### src/hw/gateway_pkg.sv
// Purpose: shared constants and types for the serial slave / fieldbus gateway
// Assumes: byte-wide serial stream, 16-bit frame check
// Notes: state codes form a gray sequence in declaration order
package gateway_pkg;

    localparam logic [7:0] FC_READ_COILS = 8'h01;
    localparam logic [7:0] FC_READ_DISCRETE = 8'h02;
    localparam logic [7:0] FC_READ_HOLDING = 8'h03;
    localparam logic [7:0] FC_READ_INPUT = 8'h04;

    localparam logic [15:0] CRC_INIT = 16'hffff;
    localparam logic [15:0] CRC_POLY = 16'ha001;
    localparam logic [15:0] CRC_RESIDUE = 16'h0000;

    localparam int FRAME_MIN = 4;
    localparam int FRAME_OVERHEAD = 3;
    localparam int LOCAL_HDR = 2;
    localparam int BIT_GROUP_SHIFT = 3;
    localparam int BIT_ROUND = 7;
    localparam int REG_BYTES_SHIFT = 1;
    localparam int TRIG_POS = 0;

    localparam int IDX_ADDR = 0;
    localparam int IDX_FC = 1;
    localparam int IDX_START_HI = 2;
    localparam int IDX_START_LO = 3;
    localparam int IDX_QTY_HI = 4;
    localparam int IDX_QTY_LO = 5;

    localparam logic [7:0] BYTE_ZERO = 8'h00;
    localparam logic [7:0] SEQ_STEP = 8'h01;

    typedef enum logic [3:0] {
        ST_IDLE = 4'h0,
        ST_FWD = 4'h1,
        ST_HDR = 4'h3,
        ST_SCAN = 4'h2,
        ST_COPY = 4'h6,
        ST_TX_FETCH = 4'h7,
        ST_TX_LOAD = 4'h5,
        ST_TX_SEND = 4'h4
    } gw_state_e;

    function automatic logic is_local_fc(input logic [7:0] fc);
        return (fc >= FC_READ_COILS) && (fc <= FC_READ_INPUT);
    endfunction : is_local_fc

    function automatic logic is_bit_fc(input logic [7:0] fc);
        return (fc == FC_READ_COILS) || (fc == FC_READ_DISCRETE);
    endfunction : is_bit_fc

endpackage : gateway_pkg

### src/hw/frame_crc16.sv
// Purpose: one-byte step of the reflected 16-bit frame check
// Assumes: caller holds the running value in a register
// Notes: purely combinational
`timescale 1ns/10ps
module frame_crc16
    import gateway_pkg::*;
(
    input wire logic [15:0] crc_in,
    input wire logic [7:0] data,
    output logic [15:0] crc_out
);

    always_comb
    begin
        crc_out = crc_in ^ {8'h00, data};
        for (int i = 0; i < 8; i++)
        begin
            crc_out = crc_out[0] ? ((crc_out >> 1) ^ CRC_POLY) : (crc_out >> 1);
        end
    end

endmodule : frame_crc16

### src/hw/byte_buffer.sv
// Purpose: single write port, single registered read port byte store
// Assumes: write and read addresses are in range
// Notes: array itself carries no reset, only the read register does
`timescale 1ns/10ps
module byte_buffer #(
    parameter int DEPTH = 64,
    parameter int AW = $clog2(DEPTH)
) (
    input wire logic clk,
    input wire logic arst_n,
    input wire logic we,
    input wire logic [AW-1:0] waddr,
    input wire logic [7:0] wdata,
    input wire logic [AW-1:0] raddr,
    output logic [7:0] rdata
);

    logic [7:0] mem [DEPTH];

    always_ff @(posedge clk)
    begin
        if (we)
        begin
            mem[waddr] <= wdata;
        end
    end

    always_ff @(posedge clk or negedge arst_n)
    begin
        if (!arst_n)
        begin
            rdata <= 8'h00;
        end
        else
        begin
            rdata <= mem[raddr];
        end
    end

endmodule : byte_buffer

### src/hw/modbus_slave_fieldbus_gateway.sv
// Purpose: serial slave that tunnels requests to a cyclic fieldbus master
// Assumes: byte stream from an outside receiver, frame end flagged after the gap
// Notes: stored copy of the fieldbus output serves replies and local reads
// Function
// - act only when first byte equals address
// - forward frame without address and check bytes
// - optional counter byte then count byte first
// - counter byte advances once per request
// - count byte holds following request byte count
// - reply gets address prefix and check suffix
// - after reply go idle, one exchange each
// - change mode sends only when buffer differs
// - counter mode sends only on counter change
// - counter mode uses first buffer byte
// - count byte follows counter, data after
// - take only counted bytes, keep the rest
// - received byte count written into count byte
// - function codes one, two read stored bits
// - bit reads align start down to eight
// - function codes three, four read stored registers
`timescale 1ns/10ps
module modbus_slave_fieldbus_gateway
    import gateway_pkg::*;
#(
    parameter int FB_LEN = 64,
    parameter int RX_MAX = 256,
    parameter int AW = $clog2(FB_LEN),
    parameter int SW = $clog2(RX_MAX)
) (
    input wire logic clk,
    input wire logic arst_n,
    input wire logic [3:0] slave_id_high_switch,
    input wire logic [3:0] slave_id_low_switch,
    input wire logic trig_en,
    input wire logic len_en,
    input wire logic local_regs_en,
    input wire logic rx_valid,
    input wire logic [7:0] rx_data,
    input wire logic rx_frame_end,
    output logic tx_valid,
    output logic [7:0] tx_data,
    input wire logic tx_ready,
    input wire logic fb_out_we,
    input wire logic [AW-1:0] fb_out_addr,
    input wire logic [7:0] fb_out_data,
    input wire logic fb_out_commit,
    input wire logic [AW-1:0] fb_in_addr,
    output logic [7:0] fb_in_data,
    output logic req_pending
);

    gw_state_e st_r;
    logic [7:0] slave_address;
    logic [AW:0] hdr_len;
    logic [AW:0] data_max;
    logic [AW-1:0] len_pos;
    logic [15:0] take16;
    logic [15:0] span16;
    logic [SW:0] rx_cnt_r;
    logic [15:0] crc_rx_r;
    logic [15:0] crc_rx_nxt;
    logic [7:0] req_addr_r;
    logic [7:0] req_fc_r;
    logic [15:0] req_start_r;
    logic [15:0] req_qty_r;
    logic frame_rdy_r;
    logic frame_ok_r;
    logic [SW:0] frame_len_r;
    logic commit_pend_r;
    logic [7:0] trig_in_r;
    logic [7:0] len_in_r;
    logic take_frame;
    logic take_commit;
    logic [15:0] cp_r;
    logic wv_r;
    logic [15:0] wa_r;
    logic diff_r;
    logic seeded_r;
    logic hdr_ph_r;
    logic pending_r;
    logic [7:0] seq_r;
    logic [7:0] last_trig_r;
    logic [15:0] plen_r;
    logic [15:0] fwd_len;
    logic [17:0] loc_bc;
    logic [17:0] loc_base;
    logic tx_local_r;
    logic [17:0] tx_base_r;
    logic [17:0] tx_body_r;
    logic [17:0] tx_idx_r;
    logic [7:0] tx_bc_r;
    logic [17:0] body_addr;
    logic oob_r;
    logic [7:0] tx_pick;
    logic [15:0] crc_tx_r;
    logic [15:0] crc_tx_nxt;
    logic tx_valid_r;
    logic [7:0] tx_data_r;
    logic tx_done;
    logic [7:0] stg_rdata;
    logic [7:0] out_rdata;
    logic [7:0] sto_rdata;
    logic in_we;
    logic [AW-1:0] in_waddr;
    logic [7:0] in_wdata;
    logic [AW-1:0] sto_raddr;

    assign slave_address = {slave_id_high_switch, slave_id_low_switch};
    // header size follows the options set up before traffic starts
    assign hdr_len = (AW+1)'(trig_en) + (AW+1)'(len_en);
    assign len_pos = AW'(trig_en);
    assign data_max = (AW+1)'(FB_LEN) - hdr_len;
    assign take16 = (len_en && (16'(len_in_r) < 16'(data_max))) ? 16'(len_in_r)
        : 16'(data_max);
    assign span16 = 16'(hdr_len) + take16;
    assign fwd_len = (16'(frame_len_r) - 16'(FRAME_OVERHEAD) < 16'(data_max))
        ? 16'(frame_len_r) - 16'(FRAME_OVERHEAD) : 16'(data_max);
    assign take_frame = (st_r == ST_IDLE) && frame_rdy_r;
    assign take_commit = (st_r == ST_IDLE) && !frame_rdy_r && commit_pend_r;
    assign tx_done = (st_r == ST_TX_SEND) && tx_ready && (tx_idx_r == tx_body_r + 18'd2);
    assign tx_valid = tx_valid_r;
    assign tx_data = tx_data_r;
    assign req_pending = pending_r;

    frame_crc16 u_crc_rx (.crc_in(crc_rx_r), .data(rx_data), .crc_out(crc_rx_nxt));
    frame_crc16 u_crc_tx (.crc_in(crc_tx_r), .data(tx_data_r), .crc_out(crc_tx_nxt));

    byte_buffer #(.DEPTH(RX_MAX), .AW(SW)) u_stage (
        .clk(clk), .arst_n(arst_n),
        .we(rx_valid && (rx_cnt_r < (SW+1)'(RX_MAX))),
        .waddr(rx_cnt_r[SW-1:0]), .wdata(rx_data),
        .raddr(SW'(cp_r + 16'd1)), .rdata(stg_rdata)
    );
    byte_buffer #(.DEPTH(FB_LEN), .AW(AW)) u_out (
        .clk(clk), .arst_n(arst_n), .we(fb_out_we), .waddr(fb_out_addr),
        .wdata(fb_out_data), .raddr(cp_r[AW-1:0]), .rdata(out_rdata)
    );
    byte_buffer #(.DEPTH(FB_LEN), .AW(AW)) u_store (
        .clk(clk), .arst_n(arst_n), .we((st_r == ST_COPY) && wv_r),
        .waddr(wa_r[AW-1:0]), .wdata(out_rdata), .raddr(sto_raddr), .rdata(sto_rdata)
    );
    byte_buffer #(.DEPTH(FB_LEN), .AW(AW)) u_in (
        .clk(clk), .arst_n(arst_n), .we(in_we), .waddr(in_waddr),
        .wdata(in_wdata), .raddr(fb_in_addr), .rdata(fb_in_data)
    );

    // receive side runs regardless of the sequencer; the master waits for its reply
    always_ff @(posedge clk or negedge arst_n)
    begin
        if (!arst_n)
        begin
            rx_cnt_r <= '0;
            crc_rx_r <= CRC_INIT;
            req_addr_r <= BYTE_ZERO;
            req_fc_r <= BYTE_ZERO;
            req_start_r <= 16'h0000;
            req_qty_r <= 16'h0000;
        end
        else if (rx_frame_end)
        begin
            rx_cnt_r <= '0;
            crc_rx_r <= CRC_INIT;
        end
        else if (rx_valid)
        begin
            rx_cnt_r <= (rx_cnt_r < (SW+1)'(RX_MAX)) ? rx_cnt_r + 1'b1 : rx_cnt_r;
            crc_rx_r <= crc_rx_nxt;
            if (rx_cnt_r == (SW+1)'(IDX_ADDR))
                req_addr_r <= rx_data;
            if (rx_cnt_r == (SW+1)'(IDX_FC))
                req_fc_r <= rx_data;
            if (rx_cnt_r == (SW+1)'(IDX_START_HI))
                req_start_r[15:8] <= rx_data;
            if (rx_cnt_r == (SW+1)'(IDX_START_LO))
                req_start_r[7:0] <= rx_data;
            if (rx_cnt_r == (SW+1)'(IDX_QTY_HI))
                req_qty_r[15:8] <= rx_data;
            if (rx_cnt_r == (SW+1)'(IDX_QTY_LO))
                req_qty_r[7:0] <= rx_data;
        end
    end

    // a new frame end wins over the sequencer taking the previous one
    always_ff @(posedge clk or negedge arst_n)
    begin
        if (!arst_n)
        begin
            frame_rdy_r <= 1'b0;
            frame_ok_r <= 1'b0;
            frame_len_r <= '0;
        end
        else if (rx_frame_end)
        begin
            frame_rdy_r <= 1'b1;
            frame_len_r <= rx_cnt_r;
            frame_ok_r <= (rx_cnt_r >= (SW+1)'(FRAME_MIN)) && (rx_cnt_r < (SW+1)'(RX_MAX))
                && (crc_rx_r == CRC_RESIDUE) && (req_addr_r == slave_address);
        end
        else if (take_frame)
        begin
            frame_rdy_r <= 1'b0;
        end
    end

    always_ff @(posedge clk or negedge arst_n)
    begin
        if (!arst_n)
        begin
            commit_pend_r <= 1'b0;
            trig_in_r <= BYTE_ZERO;
            len_in_r <= BYTE_ZERO;
        end
        else
        begin
            if (fb_out_commit)
                commit_pend_r <= 1'b1;
            else if (take_commit)
                commit_pend_r <= 1'b0;
            if (fb_out_we && (fb_out_addr == AW'(TRIG_POS)))
                trig_in_r <= fb_out_data;
            if (fb_out_we && (fb_out_addr == len_pos))
                len_in_r <= fb_out_data;
        end
    end

    always_comb
    begin
        if (is_bit_fc(req_fc_r))
        begin
            loc_bc = (18'(req_qty_r) + 18'(BIT_ROUND)) >> BIT_GROUP_SHIFT;
            loc_base = 18'(hdr_len) + (18'(req_start_r) >> BIT_GROUP_SHIFT);
        end
        else
        begin
            loc_bc = 18'(req_qty_r) << REG_BYTES_SHIFT;
            loc_base = 18'(hdr_len) + (18'(req_start_r) << REG_BYTES_SHIFT);
        end
    end

    assign body_addr = tx_base_r + tx_idx_r - 18'd1 - (tx_local_r ? 18'(LOCAL_HDR) : 18'd0);
    assign sto_raddr = (st_r == ST_TX_FETCH) ? body_addr[AW-1:0] : cp_r[AW-1:0];

    always_comb
    begin
        in_we = 1'b0;
        in_waddr = wa_r[AW-1:0];
        in_wdata = stg_rdata;
        if (st_r == ST_FWD)
        begin
            in_we = wv_r;
        end
        else if (st_r == ST_HDR)
        begin
            in_we = hdr_ph_r ? trig_en : len_en;
            in_waddr = hdr_ph_r ? AW'(TRIG_POS) : len_pos;
            in_wdata = hdr_ph_r ? seq_r + SEQ_STEP : plen_r[7:0];
        end
    end

    always_comb
    begin
        if (tx_idx_r == 18'd0)
            tx_pick = slave_address;
        else if (tx_idx_r <= tx_body_r)
        begin
            if (tx_local_r && (tx_idx_r == 18'd1))
                tx_pick = req_fc_r;
            else if (tx_local_r && (tx_idx_r == 18'd2))
                tx_pick = tx_bc_r;
            else
                tx_pick = oob_r ? BYTE_ZERO : sto_rdata;
        end
        else if (tx_idx_r == tx_body_r + 18'd1)
            tx_pick = crc_tx_r[7:0];
        else
            tx_pick = crc_tx_r[15:8];
    end

    always_ff @(posedge clk or negedge arst_n)
    begin
        if (!arst_n)
        begin
            st_r <= ST_IDLE;
            cp_r <= 16'h0000;
            wv_r <= 1'b0;
            wa_r <= 16'h0000;
            diff_r <= 1'b0;
            seeded_r <= 1'b0;
            hdr_ph_r <= 1'b0;
            pending_r <= 1'b0;
            seq_r <= BYTE_ZERO;
            last_trig_r <= BYTE_ZERO;
            plen_r <= 16'h0000;
            tx_local_r <= 1'b0;
            tx_base_r <= '0;
            tx_body_r <= '0;
            tx_idx_r <= '0;
            tx_bc_r <= BYTE_ZERO;
            oob_r <= 1'b0;
            crc_tx_r <= CRC_INIT;
            tx_valid_r <= 1'b0;
            tx_data_r <= BYTE_ZERO;
        end
        else
        begin
            unique case (st_r)
                ST_IDLE:
                begin
                    cp_r <= 16'h0000;
                    wv_r <= 1'b0;
                    diff_r <= 1'b0;
                    hdr_ph_r <= 1'b0;
                    tx_idx_r <= '0;
                    crc_tx_r <= CRC_INIT;
                    if (take_frame && frame_ok_r)
                    begin
                        if (local_regs_en && is_local_fc(req_fc_r))
                        begin
                            // the serial master's request is the only trigger for a reply
                            tx_local_r <= 1'b1;
                            tx_base_r <= loc_base;
                            tx_body_r <= loc_bc + 18'(LOCAL_HDR);
                            tx_bc_r <= loc_bc[7:0];
                            st_r <= ST_TX_FETCH;
                        end
                        else
                        begin
                            plen_r <= fwd_len;
                            st_r <= ST_FWD;
                        end
                    end
                    else if (take_commit)
                    begin
                        if (trig_en)
                            st_r <= (trig_in_r != last_trig_r) ? ST_COPY : ST_IDLE;
                        else
                            st_r <= ST_SCAN;
                    end
                end
                ST_FWD:
                begin
                    wv_r <= cp_r < plen_r;
                    wa_r <= 16'(hdr_len) + cp_r;
                    if (cp_r < plen_r)
                        cp_r <= cp_r + 16'd1;
                    else if (!wv_r)
                        st_r <= ST_HDR;
                end
                ST_HDR:
                begin
                    hdr_ph_r <= 1'b1;
                    if (hdr_ph_r)
                    begin
                        seq_r <= seq_r + SEQ_STEP;
                        pending_r <= 1'b1;
                        st_r <= ST_IDLE;
                    end
                end
                ST_SCAN:
                begin
                    wv_r <= cp_r < span16;
                    // stored copy is unknown after reset, so the first commit in change mode always transfers
                    if (wv_r && (!seeded_r || (out_rdata != sto_rdata)))
                        diff_r <= 1'b1;
                    if (cp_r < span16)
                        cp_r <= cp_r + 16'd1;
                    else if (!wv_r)
                    begin
                        cp_r <= 16'h0000;
                        st_r <= diff_r ? ST_COPY : ST_IDLE;
                    end
                end
                ST_COPY:
                begin
                    // bytes past the counted length stay as they were
                    wv_r <= cp_r < span16;
                    wa_r <= cp_r;
                    if (cp_r < span16)
                        cp_r <= cp_r + 16'd1;
                    else if (!wv_r)
                    begin
                        last_trig_r <= trig_in_r;
                        seeded_r <= 1'b1;
                        // reply is the fieldbus master's answer in request layout
                        if (pending_r)
                        begin
                            tx_local_r <= 1'b0;
                            tx_base_r <= 18'(hdr_len);
                            tx_body_r <= 18'(take16);
                            st_r <= ST_TX_FETCH;
                        end
                        else
                            st_r <= ST_IDLE;
                    end
                end
                ST_TX_FETCH:
                begin
                    oob_r <= body_addr >= 18'(FB_LEN);
                    st_r <= ST_TX_LOAD;
                end
                ST_TX_LOAD:
                begin
                    tx_data_r <= tx_pick;
                    tx_valid_r <= 1'b1;
                    st_r <= ST_TX_SEND;
                end
                ST_TX_SEND:
                begin
                    if (tx_ready)
                    begin
                        tx_valid_r <= 1'b0;
                        tx_idx_r <= tx_idx_r + 18'd1;
                        if (tx_idx_r <= tx_body_r)
                            crc_tx_r <= crc_tx_nxt;
                        if (tx_done)
                        begin
                            pending_r <= 1'b0;
                            st_r <= ST_IDLE;
                        end
                        else
                            st_r <= ST_TX_FETCH;
                    end
                end
                default:
                    st_r <= ST_IDLE;
            endcase
        end
    end

    property p_drop_bad;
        @(posedge clk) disable iff (!arst_n)
        take_frame && !frame_ok_r |=> st_r == ST_IDLE && !in_we;
    endproperty
    a_drop_bad: assert property (p_drop_bad) else $error("bad frame not dropped");

    property p_addr_match;
        @(posedge clk) disable iff (!arst_n)
        (st_r == ST_IDLE) ##1 (st_r == ST_FWD) |-> $past(req_addr_r) == slave_address;
    endproperty
    a_addr_match: assert property (p_addr_match) else $error("foreign frame forwarded");

    property p_seq_step;
        @(posedge clk) disable iff (!arst_n)
        st_r == ST_HDR && hdr_ph_r |=> seq_r == $past(seq_r) + SEQ_STEP && pending_r;
    endproperty
    a_seq_step: assert property (p_seq_step) else $error("counter did not advance");

    property p_len_byte;
        @(posedge clk) disable iff (!arst_n)
        st_r == ST_HDR && !hdr_ph_r && len_en |-> in_we && in_waddr == len_pos
            && in_wdata == 8'(fwd_len);
    endproperty
    a_len_byte: assert property (p_len_byte) else $error("count byte wrong");

    property p_first_addr;
        @(posedge clk) disable iff (!arst_n)
        tx_valid && tx_idx_r == 18'd0 |-> tx_data == slave_address;
    endproperty
    a_first_addr: assert property (p_first_addr) else $error("reply lacks address");

    property p_back_idle;
        @(posedge clk) disable iff (!arst_n)
        tx_done |=> st_r == ST_IDLE && !pending_r && !tx_valid;
    endproperty
    a_back_idle: assert property (p_back_idle) else $error("no return to idle");

    property p_trig_quiet;
        @(posedge clk) disable iff (!arst_n)
        take_commit && trig_en && trig_in_r == last_trig_r |=> st_r == ST_IDLE;
    endproperty
    a_trig_quiet: assert property (p_trig_quiet) else $error("sent without counter change");

    property p_change_quiet;
        @(posedge clk) disable iff (!arst_n)
        st_r == ST_SCAN && cp_r >= span16 && !wv_r && !diff_r |=> st_r == ST_IDLE;
    endproperty
    a_change_quiet: assert property (p_change_quiet) else $error("sent without change");

    property p_copy_limit;
        @(posedge clk) disable iff (!arst_n)
        st_r == ST_COPY && wv_r |-> wa_r < span16;
    endproperty
    a_copy_limit: assert property (p_copy_limit) else $error("copied past count");

    c_local: cover property (@(posedge clk) disable iff (!arst_n)
        take_frame && frame_ok_r && local_regs_en && is_local_fc(req_fc_r));
    c_forward: cover property (@(posedge clk) disable iff (!arst_n)
        st_r == ST_HDR ##1 st_r == ST_IDLE);
    c_reply: cover property (@(posedge clk) disable iff (!arst_n) tx_done && !tx_local_r);

endmodule : modbus_slave_fieldbus_gateway

### config.mk
export PLATFORM = sky130hd
export DESIGN_NAME = modbus_slave_fieldbus_gateway
export DESIGN_NICKNAME = d
export VERILOG_FILES = /design/src/hw/gateway_pkg.sv /design/src/hw/frame_crc16.sv /design/src/hw/byte_buffer.sv /design/src/hw/modbus_slave_fieldbus_gateway.sv
export SDC_FILE = /design/constraint.sdc
export NUM_CORES = 2
export LEC_CHECK = 0
export BUFFER_PORTS_ARGS = -buffer_cell sky130_fd_sc_hd__buf_2
export CORE_UTILIZATION = 30
export CTS_BUF_LIST = sky130_fd_sc_hd__clkbuf_16
export DETAILED_ROUTE_END_ITERATION = 6
export GPL_TIMING_DRIVEN = 0
export PLACE_DENSITY = 0.5
export SETUP_SLACK_MARGIN = 0.5
export SLEW_MARGIN = 20
export SYNTH_ARGS = -nofsm -noshare
export SYNTH_HDL_FRONTEND = slang
export SYNTH_SLANG_ARGS = --single-unit
### constraint.sdc
create_clock -name clk -period 6.2 [get_ports clk]
set_input_delay 0.93 -clock clk [delete_from_list [all_inputs] [get_ports clk]]
set_output_delay 0.93 -clock clk [all_outputs]
set_load 0.005 [all_outputs]
# == Word-level counts from Yosys, hierarchy flattened ==
# Memory sizes are Yosys's and may differ from the RTL's. A register that Yosys moved wholly into a read port is not among the register bits.
# Index checks and enable logic that the tools add are counted.
# word_totals
word_cells,303
romBits,0
ram_bits,3584
reg_bits,253
out_inout_bits,18
n_memories,4
latch_bits,0
# op_classes
n_mul,0
n_lt_le_gt_ge,10
div,0
addsub,18
n_reduce_logical,65
n_shift,0
bitwise,22
mux,110
eq_ne,40
# mem_list
memory,depth,word_bits,read_ports,rd_ports_with_merged_regs,write_ports,line_no,text
u_stage.mem,256,8,1,1,1,byte_buffer.sv:18,logic [7:0] mem [DEPTH];
u_in.mem,64,8,1,1,1,byte_buffer.sv:18,
u_out.mem,64,8,1,1,1,byte_buffer.sv:18,
u_store.mem,64,8,1,1,1,byte_buffer.sv:18,
# op_table
op,count
2-to-1 mux 16 bit,25
2-to-1 mux 18 bit,12
case mux 18 bit (2 select lines),3
2-to-1 mux 8 bit,10
case mux 16 bit (4 select lines),1
NOT 2 -> 3 bit,16
2-to-1 mux 4 bit,10
adder 18 x 1 -> 18 bit (second input constant),2
adder 18 x 2 -> 18 bit (second input constant),2
equality test 18 bit,2
case mux 16 bit (2 select lines),1
case mux 4 bit (8 select lines),1
bitwise XOR 16 x 8 -> 16 bit,2
AND reduction 3 bit,10
2-to-1 mux 9 bit,3
2-to-1 mux 1 bit,26
!= test 2 bit (second input constant),11
nonzero test 2 bit,11
logical AND 1 bit,19
adder 18 bit,1
adder 2 x 17 -> 18 bit,1
equality test 18 x 1 -> 1 bit (second input constant),1
equality test 18 x 2 -> 1 bit (second input constant),1
equality test 9 x 2 -> 1 bit (second input constant),2
other kinds (57),92

# == Depth between registers and ports, before layout ==
# logic_depth
depth_word,20
ltp_mapped,27
depth_no_buf,23

# == By module ==
# A second synthesis with hierarchy kept.
# unflattened
cells_unflattened,8599
area_unflattened_um2,158323.1
# by_module_without_submodules
module,n_inst,seq_area_each_um2,area_per_inst_um2,cells_each
byte_buffer at u_stage,1,61699.2,80038.0,3795
byte_buffer at u_out ...,2,15574.9,20211.9,942
byte_buffer at u_in,1,15574.9,20171.8,912
modbus_slave_fieldbus_gateway,1,6195.9,17186.5,1956
frame_crc16,2,0.0,251.5,26

# == Worst setup path after synthesis ==
# Ideal clock, no wire load.
# synth_timing
path_kind,in2reg
from,input trig_en
to,register cp_r[15]
setup_ns,0.121
setup_slack_ns,0.327
cell_stages,25
arrival_time_ns,5.752
cell_sequence,inv_1 > ha_1 > buf_2 > clkinv_1 > ha_1 > nand2_1 > o211ai_1 > a31oi_1 > clkbuf_1 > mux2_2 > ha_1 > inv_1 > fa_1 > nor2_1 > xnor2_1 > ha_1 > a21o_1 > a21oi_1 > nor2b_1 > a2111oi_2 > o2111ai_1 > o311a_1 > clkbuf_1 > a21o_1 > a22o_1
# synth_via
elab_chain_len,9
word_cells_on_any_way,12
cone_classes,add/sub (3); order compare (2); eq/ne (2); mux (3); reduce/logical (2)
# synth_rtl
item,line_no,text
from (decl),modbus_slave_fieldbus_gateway.sv:34,"input wire logic trig_en,"
adder 1 x 1 -> 2 bit (*),modbus_slave_fieldbus_gateway.sv:110,assign hdr_len = (AW+1)'(trig_en) + (AW+1)'(len_en);
subtractor 7 x 2 -> 7 bit,modbus_slave_fieldbus_gateway.sv:112,assign data_max = (AW+1)'(FB_LEN) - hdr_len;
< comparator 8 x 7 -> 1 bit,modbus_slave_fieldbus_gateway.sv:113,assign take16 = (len_en && (16'(len_in_r) < 16'(data_max))) ? 16'(len_in_r)
logical AND 1 bit,modbus_slave_fieldbus_gateway.sv:113,
2-to-1 mux 8 bit,modbus_slave_fieldbus_gateway.sv:113,
adder 2 x 8 -> 9 bit (*),modbus_slave_fieldbus_gateway.sv:115,assign span16 = 16'(hdr_len) + take16;
< comparator 16 x 9 -> 1 bit (*),"modbus_slave_fieldbus_gateway.sv:365, modbus_slave_fieldbus_gateway.sv:378",
!= test 3 bit (no line) (tied with other cells),--,
AND reduction 4 bit (no line) / case mux 16 bit (4 select lines) (equally long branches),--,
to (signal assigned),modbus_slave_fieldbus_gateway.sv:345,cp_r <= cp_r + 16'd1;
to (signal assigned),modbus_slave_fieldbus_gateway.sv:366,cp_r <= cp_r + 16'd1;
to (signal assigned),modbus_slave_fieldbus_gateway.sv:379,cp_r <= cp_r + 16'd1;
to (decl),modbus_slave_fieldbus_gateway.sv:74,logic [15:0] cp_r;
# Every way passes the cells marked *; elsewhere a longest branch is shown, timed or not.
# A chain may end at the register's enable or synchronous reset.

# == Worst setup path in the final report ==
# layout_timing
from,register cp_r[0]
to,register u_stage.rdata[1] (read register of u_stage.mem)
# layout_via
elab_chain_len,1
# layout_rtl
item,line_no,text
adder 16 x 1 -> 16 bit,--,
to (decl),byte_buffer.sv:15,output logic [7:0] rdata
# No other way between the ends.

==> results.md <==
* Met1 Use GR at 23.5%
* Synth area leader: edfxtp_1
* Drt initial violations at 9242
* Asr flop ratio synth at 7.20%
* Final Skew at 0.0877 ns
* Min Hold Slack at 0.301 ns
* Number of port buffers at 54
* Avg WL per Cell at 28.0 µm
* Tmin final at 5.82 ns
* Largest net degree at the start of global routing at 117
* Most common cell after layout, fill and taps aside: edfxtp_1
* Post-layout util at 34.8%
* Met2 Usage GRT at 27.6%
* Avg Vias per Cell at 5.12
* Startpoint class of the critical path: register
* # nets final at 9194
* Worst r2r path cells at 11
* GRT met3 Usage at 2.59%
* Fillers at 48850
* Top cells by area, synth: edfxtp_1 (69%), mux4_2 (14%), dfrtp_1 (3.9%), nand2_1 (1.8%), nor2_1 (1.5%)
* Die area at 0.525 mm²
* Flop-to-flop setup slack at 0.38 ns
* CP max-delay cell: a22oi_1
* Worst skew pair latency at 1.04 ns
* Hold crit path type: in2reg
* Flops & latches, synth at 3862
* CTS max path bufs at 4
* Synthesized area per cell at 18.4 µm²
* I/O Pins at 64
* P per Cell Area at 447 mW/mm²
* Top_reg_cell synth: edfxtp_1
* DR DRC count at 0
* Peak VDD IR at 0.264 mV
* Initial antenna violation count at 48
* Static leakage at 58.3 nW
* WHS Path Cells at 3
* First-pass GRT wire length at 645000 µm
* Pre-CTS setup slack at -1.14 ns
* WS Path Type: reg2reg
* RSZ-0062 raised after global routing: no
* Max incr delay on CP at 0.72 ns
* Syn_nets at 8654
* Highest Clock Rate at 172 MHz
* Bufs and invs on worst path at 4
* Reg2reg end: u_stage.rdata[1]
* Cell Area, Synth at 0.157 mm²
* DP Wirelength at 311000 µm
* Area growth from synthesis to layout at 15.7%
* Final worst path period share at 93.8%
* Drt first pass iters at 6
* GRT Max-Usage Layer: met2
* Ys Warns at 0
* Reg clk slew, reported paths at 0.06 ns
* Max-capacitance violation count at 0
* Worst setup slack after layout at 0.383 ns
* Placed cells at 15560
* CTS tree: built
* Core Footprint at 0.521 mm²
* Slew Limit Fails at 0
* DIE WIDTH at 725 µm
* Data required, critical path at 6.89 ns
* Max H-tree Level at 5
* GRT Util Overall at 16.9%
* Hold path start: slave_id_high_switch[1]
* Number of global-route vias before repair at 84901
* DRT antenna net count at 0
* Critical path, cell by cell: buf_2, buf_2, nand3_1, xor2_2, clkbuf_4, clkbuf_2, mux4_2, a22oi_1, nand2_1, a22oi_1, o221ai_1
* Worst r2r src: cp_r[0]
* Status: complete, no violations
* Crit Path Max Fanout at 10
* Layout cells sized above 1 at 21.8%
* Most frequent cells in the layout: edfxtp_1 (3584), mux4_2 (976), nand2_1 (769)
* GPL Wtd Cong at 0.861
* Final hold violation count at 0
* Count of different cell masters after synthesis at 94
* DR vias at 83656
* Rows at 265
* CTS root buffer: clkbuf_16
* Worst Path Arrival at 6.51 ns
* Sequential share of the synthesized area at 73.1%
* Gate Count Post-Synth at 8499
* Final setup violation count at 0
* Num CTS Buffers at 410
* Die Ht at 725 µm
* Remaining global-route overflow at 0
* Top cell family by delay on the critical path: buffers and inverters
* Worst Hold End: tx_data[5]
* CP Capture Type: register
* Clock Sinks at 3862
* Overall power at 0.0811 W
* Worst Max-Slew Pin Slew at 1.16 ns
* Post-synth EDFFs at 3584
* Wirelength, routed at 457000 µm
* Initial core utilization at 30.1%
* Share of the synthesized area in the top cell type at 68.7%
* Non-filler instance count after layout at 16337
* Worst slew margin at 22.2%
-- synthesized netlist by cell type (54+ instances only) --
cell      count
a21oi_1     118
a22oi_1      54
and3_1       64
buf_2       105
clkbuf_1    315
dfrtp_1     246
edfxtp_1   3584
ha_1        104
inv_1       128
mux2_2       77
mux2i_1      66
mux4_2      976
nand2_1     770
nand3_1     254
nor2_1      633
o21ai_0     104
xnor2_1     133
xor2_1       68
-- where the power goes --
part / total (W) / leakage, nW / switching (W) / internal, W
Sequential: 0.0308 / 35.7 / 0.000628 / 0.0302
Clock: 0.0245 / 6.85 / 0.0106 / 0.0139
Combinational: 0.0258 / 15.7 / 0.0159 / 0.00990
-- metrics by stage --
| stage | area, µm² | setup TNS, ns |
|---|---|---|
| after floorplan | 157000 | 0 |
| after global placement | 166000 | -1924.06 |
| after detailed placement | 168000 | -62.47 |
| after CTS | 181000 | 0 |
| after global routing | 181000 | 0 |
| final | 181000 | 0 |
-- cell type report --
cell class	instances	area, µm²	share of cell area [%]
Sequential cell	3862	115000	63.2
Antenna cell	13	32.5	0.0179
Buffer	487	2160	1.19
Multi-Input combinational cell	4020	39800	22.0
Clock inverter	342	3040	1.68
Inverter	131	494	0.273
Clock buffer	413	10300	5.70
Tap cell	6942	8690	4.79
Timing Repair Buffer	127	2140	1.18
-- worst max-delay path by stage --
stage / start / end / slack [ns] / cells past startpoint
4_1_cts: cp_r[0] / u_stage.rdata[1] / 0.43 / 12
3_3_place_gp: st_r[1] / u_in.mem[46][3] / -3.49 / 6
2_1_floorplan: trig_en / cp_r[15] / 0.58 / 25
6_report: cp_r[0] / u_stage.rdata[1] / 0.38 / 11
5_1_grt: cp_r[0] / u_stage.rdata[1] / 0.52 / 11
3_5_place_dp: trig_en / tx_base_r[17] / -1.14 / 25
-- layer usage --
| metal | wire (µm) | vias to the layer above |
|---|---|---|
| met3 | 29700 | 680 |
| met1 | 196000 | 44840 |
| met2 | 218000 | 3019 |
| met4 | 13900 | 12 |
| met5 | 71 | - |
| li1 | - | 35105 |
-- registers in the layout, summed over array words and instances, names as in the netlist, 9 cells and up --
name,cells
rx_cnt_r,9
req_qty_r,16
crc_tx_r,16
crc_rx_r,16
tx_base_r,18
cp_r,16
req_start_r,16
plen_r,10
tx_idx_r,18
u_store.mem,512
u_in.mem,512
frame_len_r,9
u_stage.mem,2048
u_out.mem,512
tx_body_r,18
-- kinds of logic (layout without fill, tap and decap cells) --
kind of cell	count (synthesis)	in the layout	synth area share, %
AOI/OAI and AO/OA	628	628	2.78
buffers and inverters	618	1500	1.63
DFF	3862	3862	73.1
and+or+nand+nor	1961	1962	5.45
adders and majority gates	109	109	0.894
xor gates and xnor gates	201	201	1.12
muxes	1119	1119	15.0
other	1	14	0.00239
-- tightest hold or removal path, delay by kind of cell --
kind                   cells  cell delay [ns]
AO/OA/AOI/OAI              2             0.22
buffers and inverters      1             0.10
-- timing repair --
item,in CTS,in global routing
setup buffers,1,3
gates cloned,0,2
hold buffers,1,0
gates resized for setup,23,24
setup endpoints to repair,73,68
pin swaps,1,3
endpoints found under the hold margin,38,0
No activity file was read; power rests on OpenSTA's default activity.
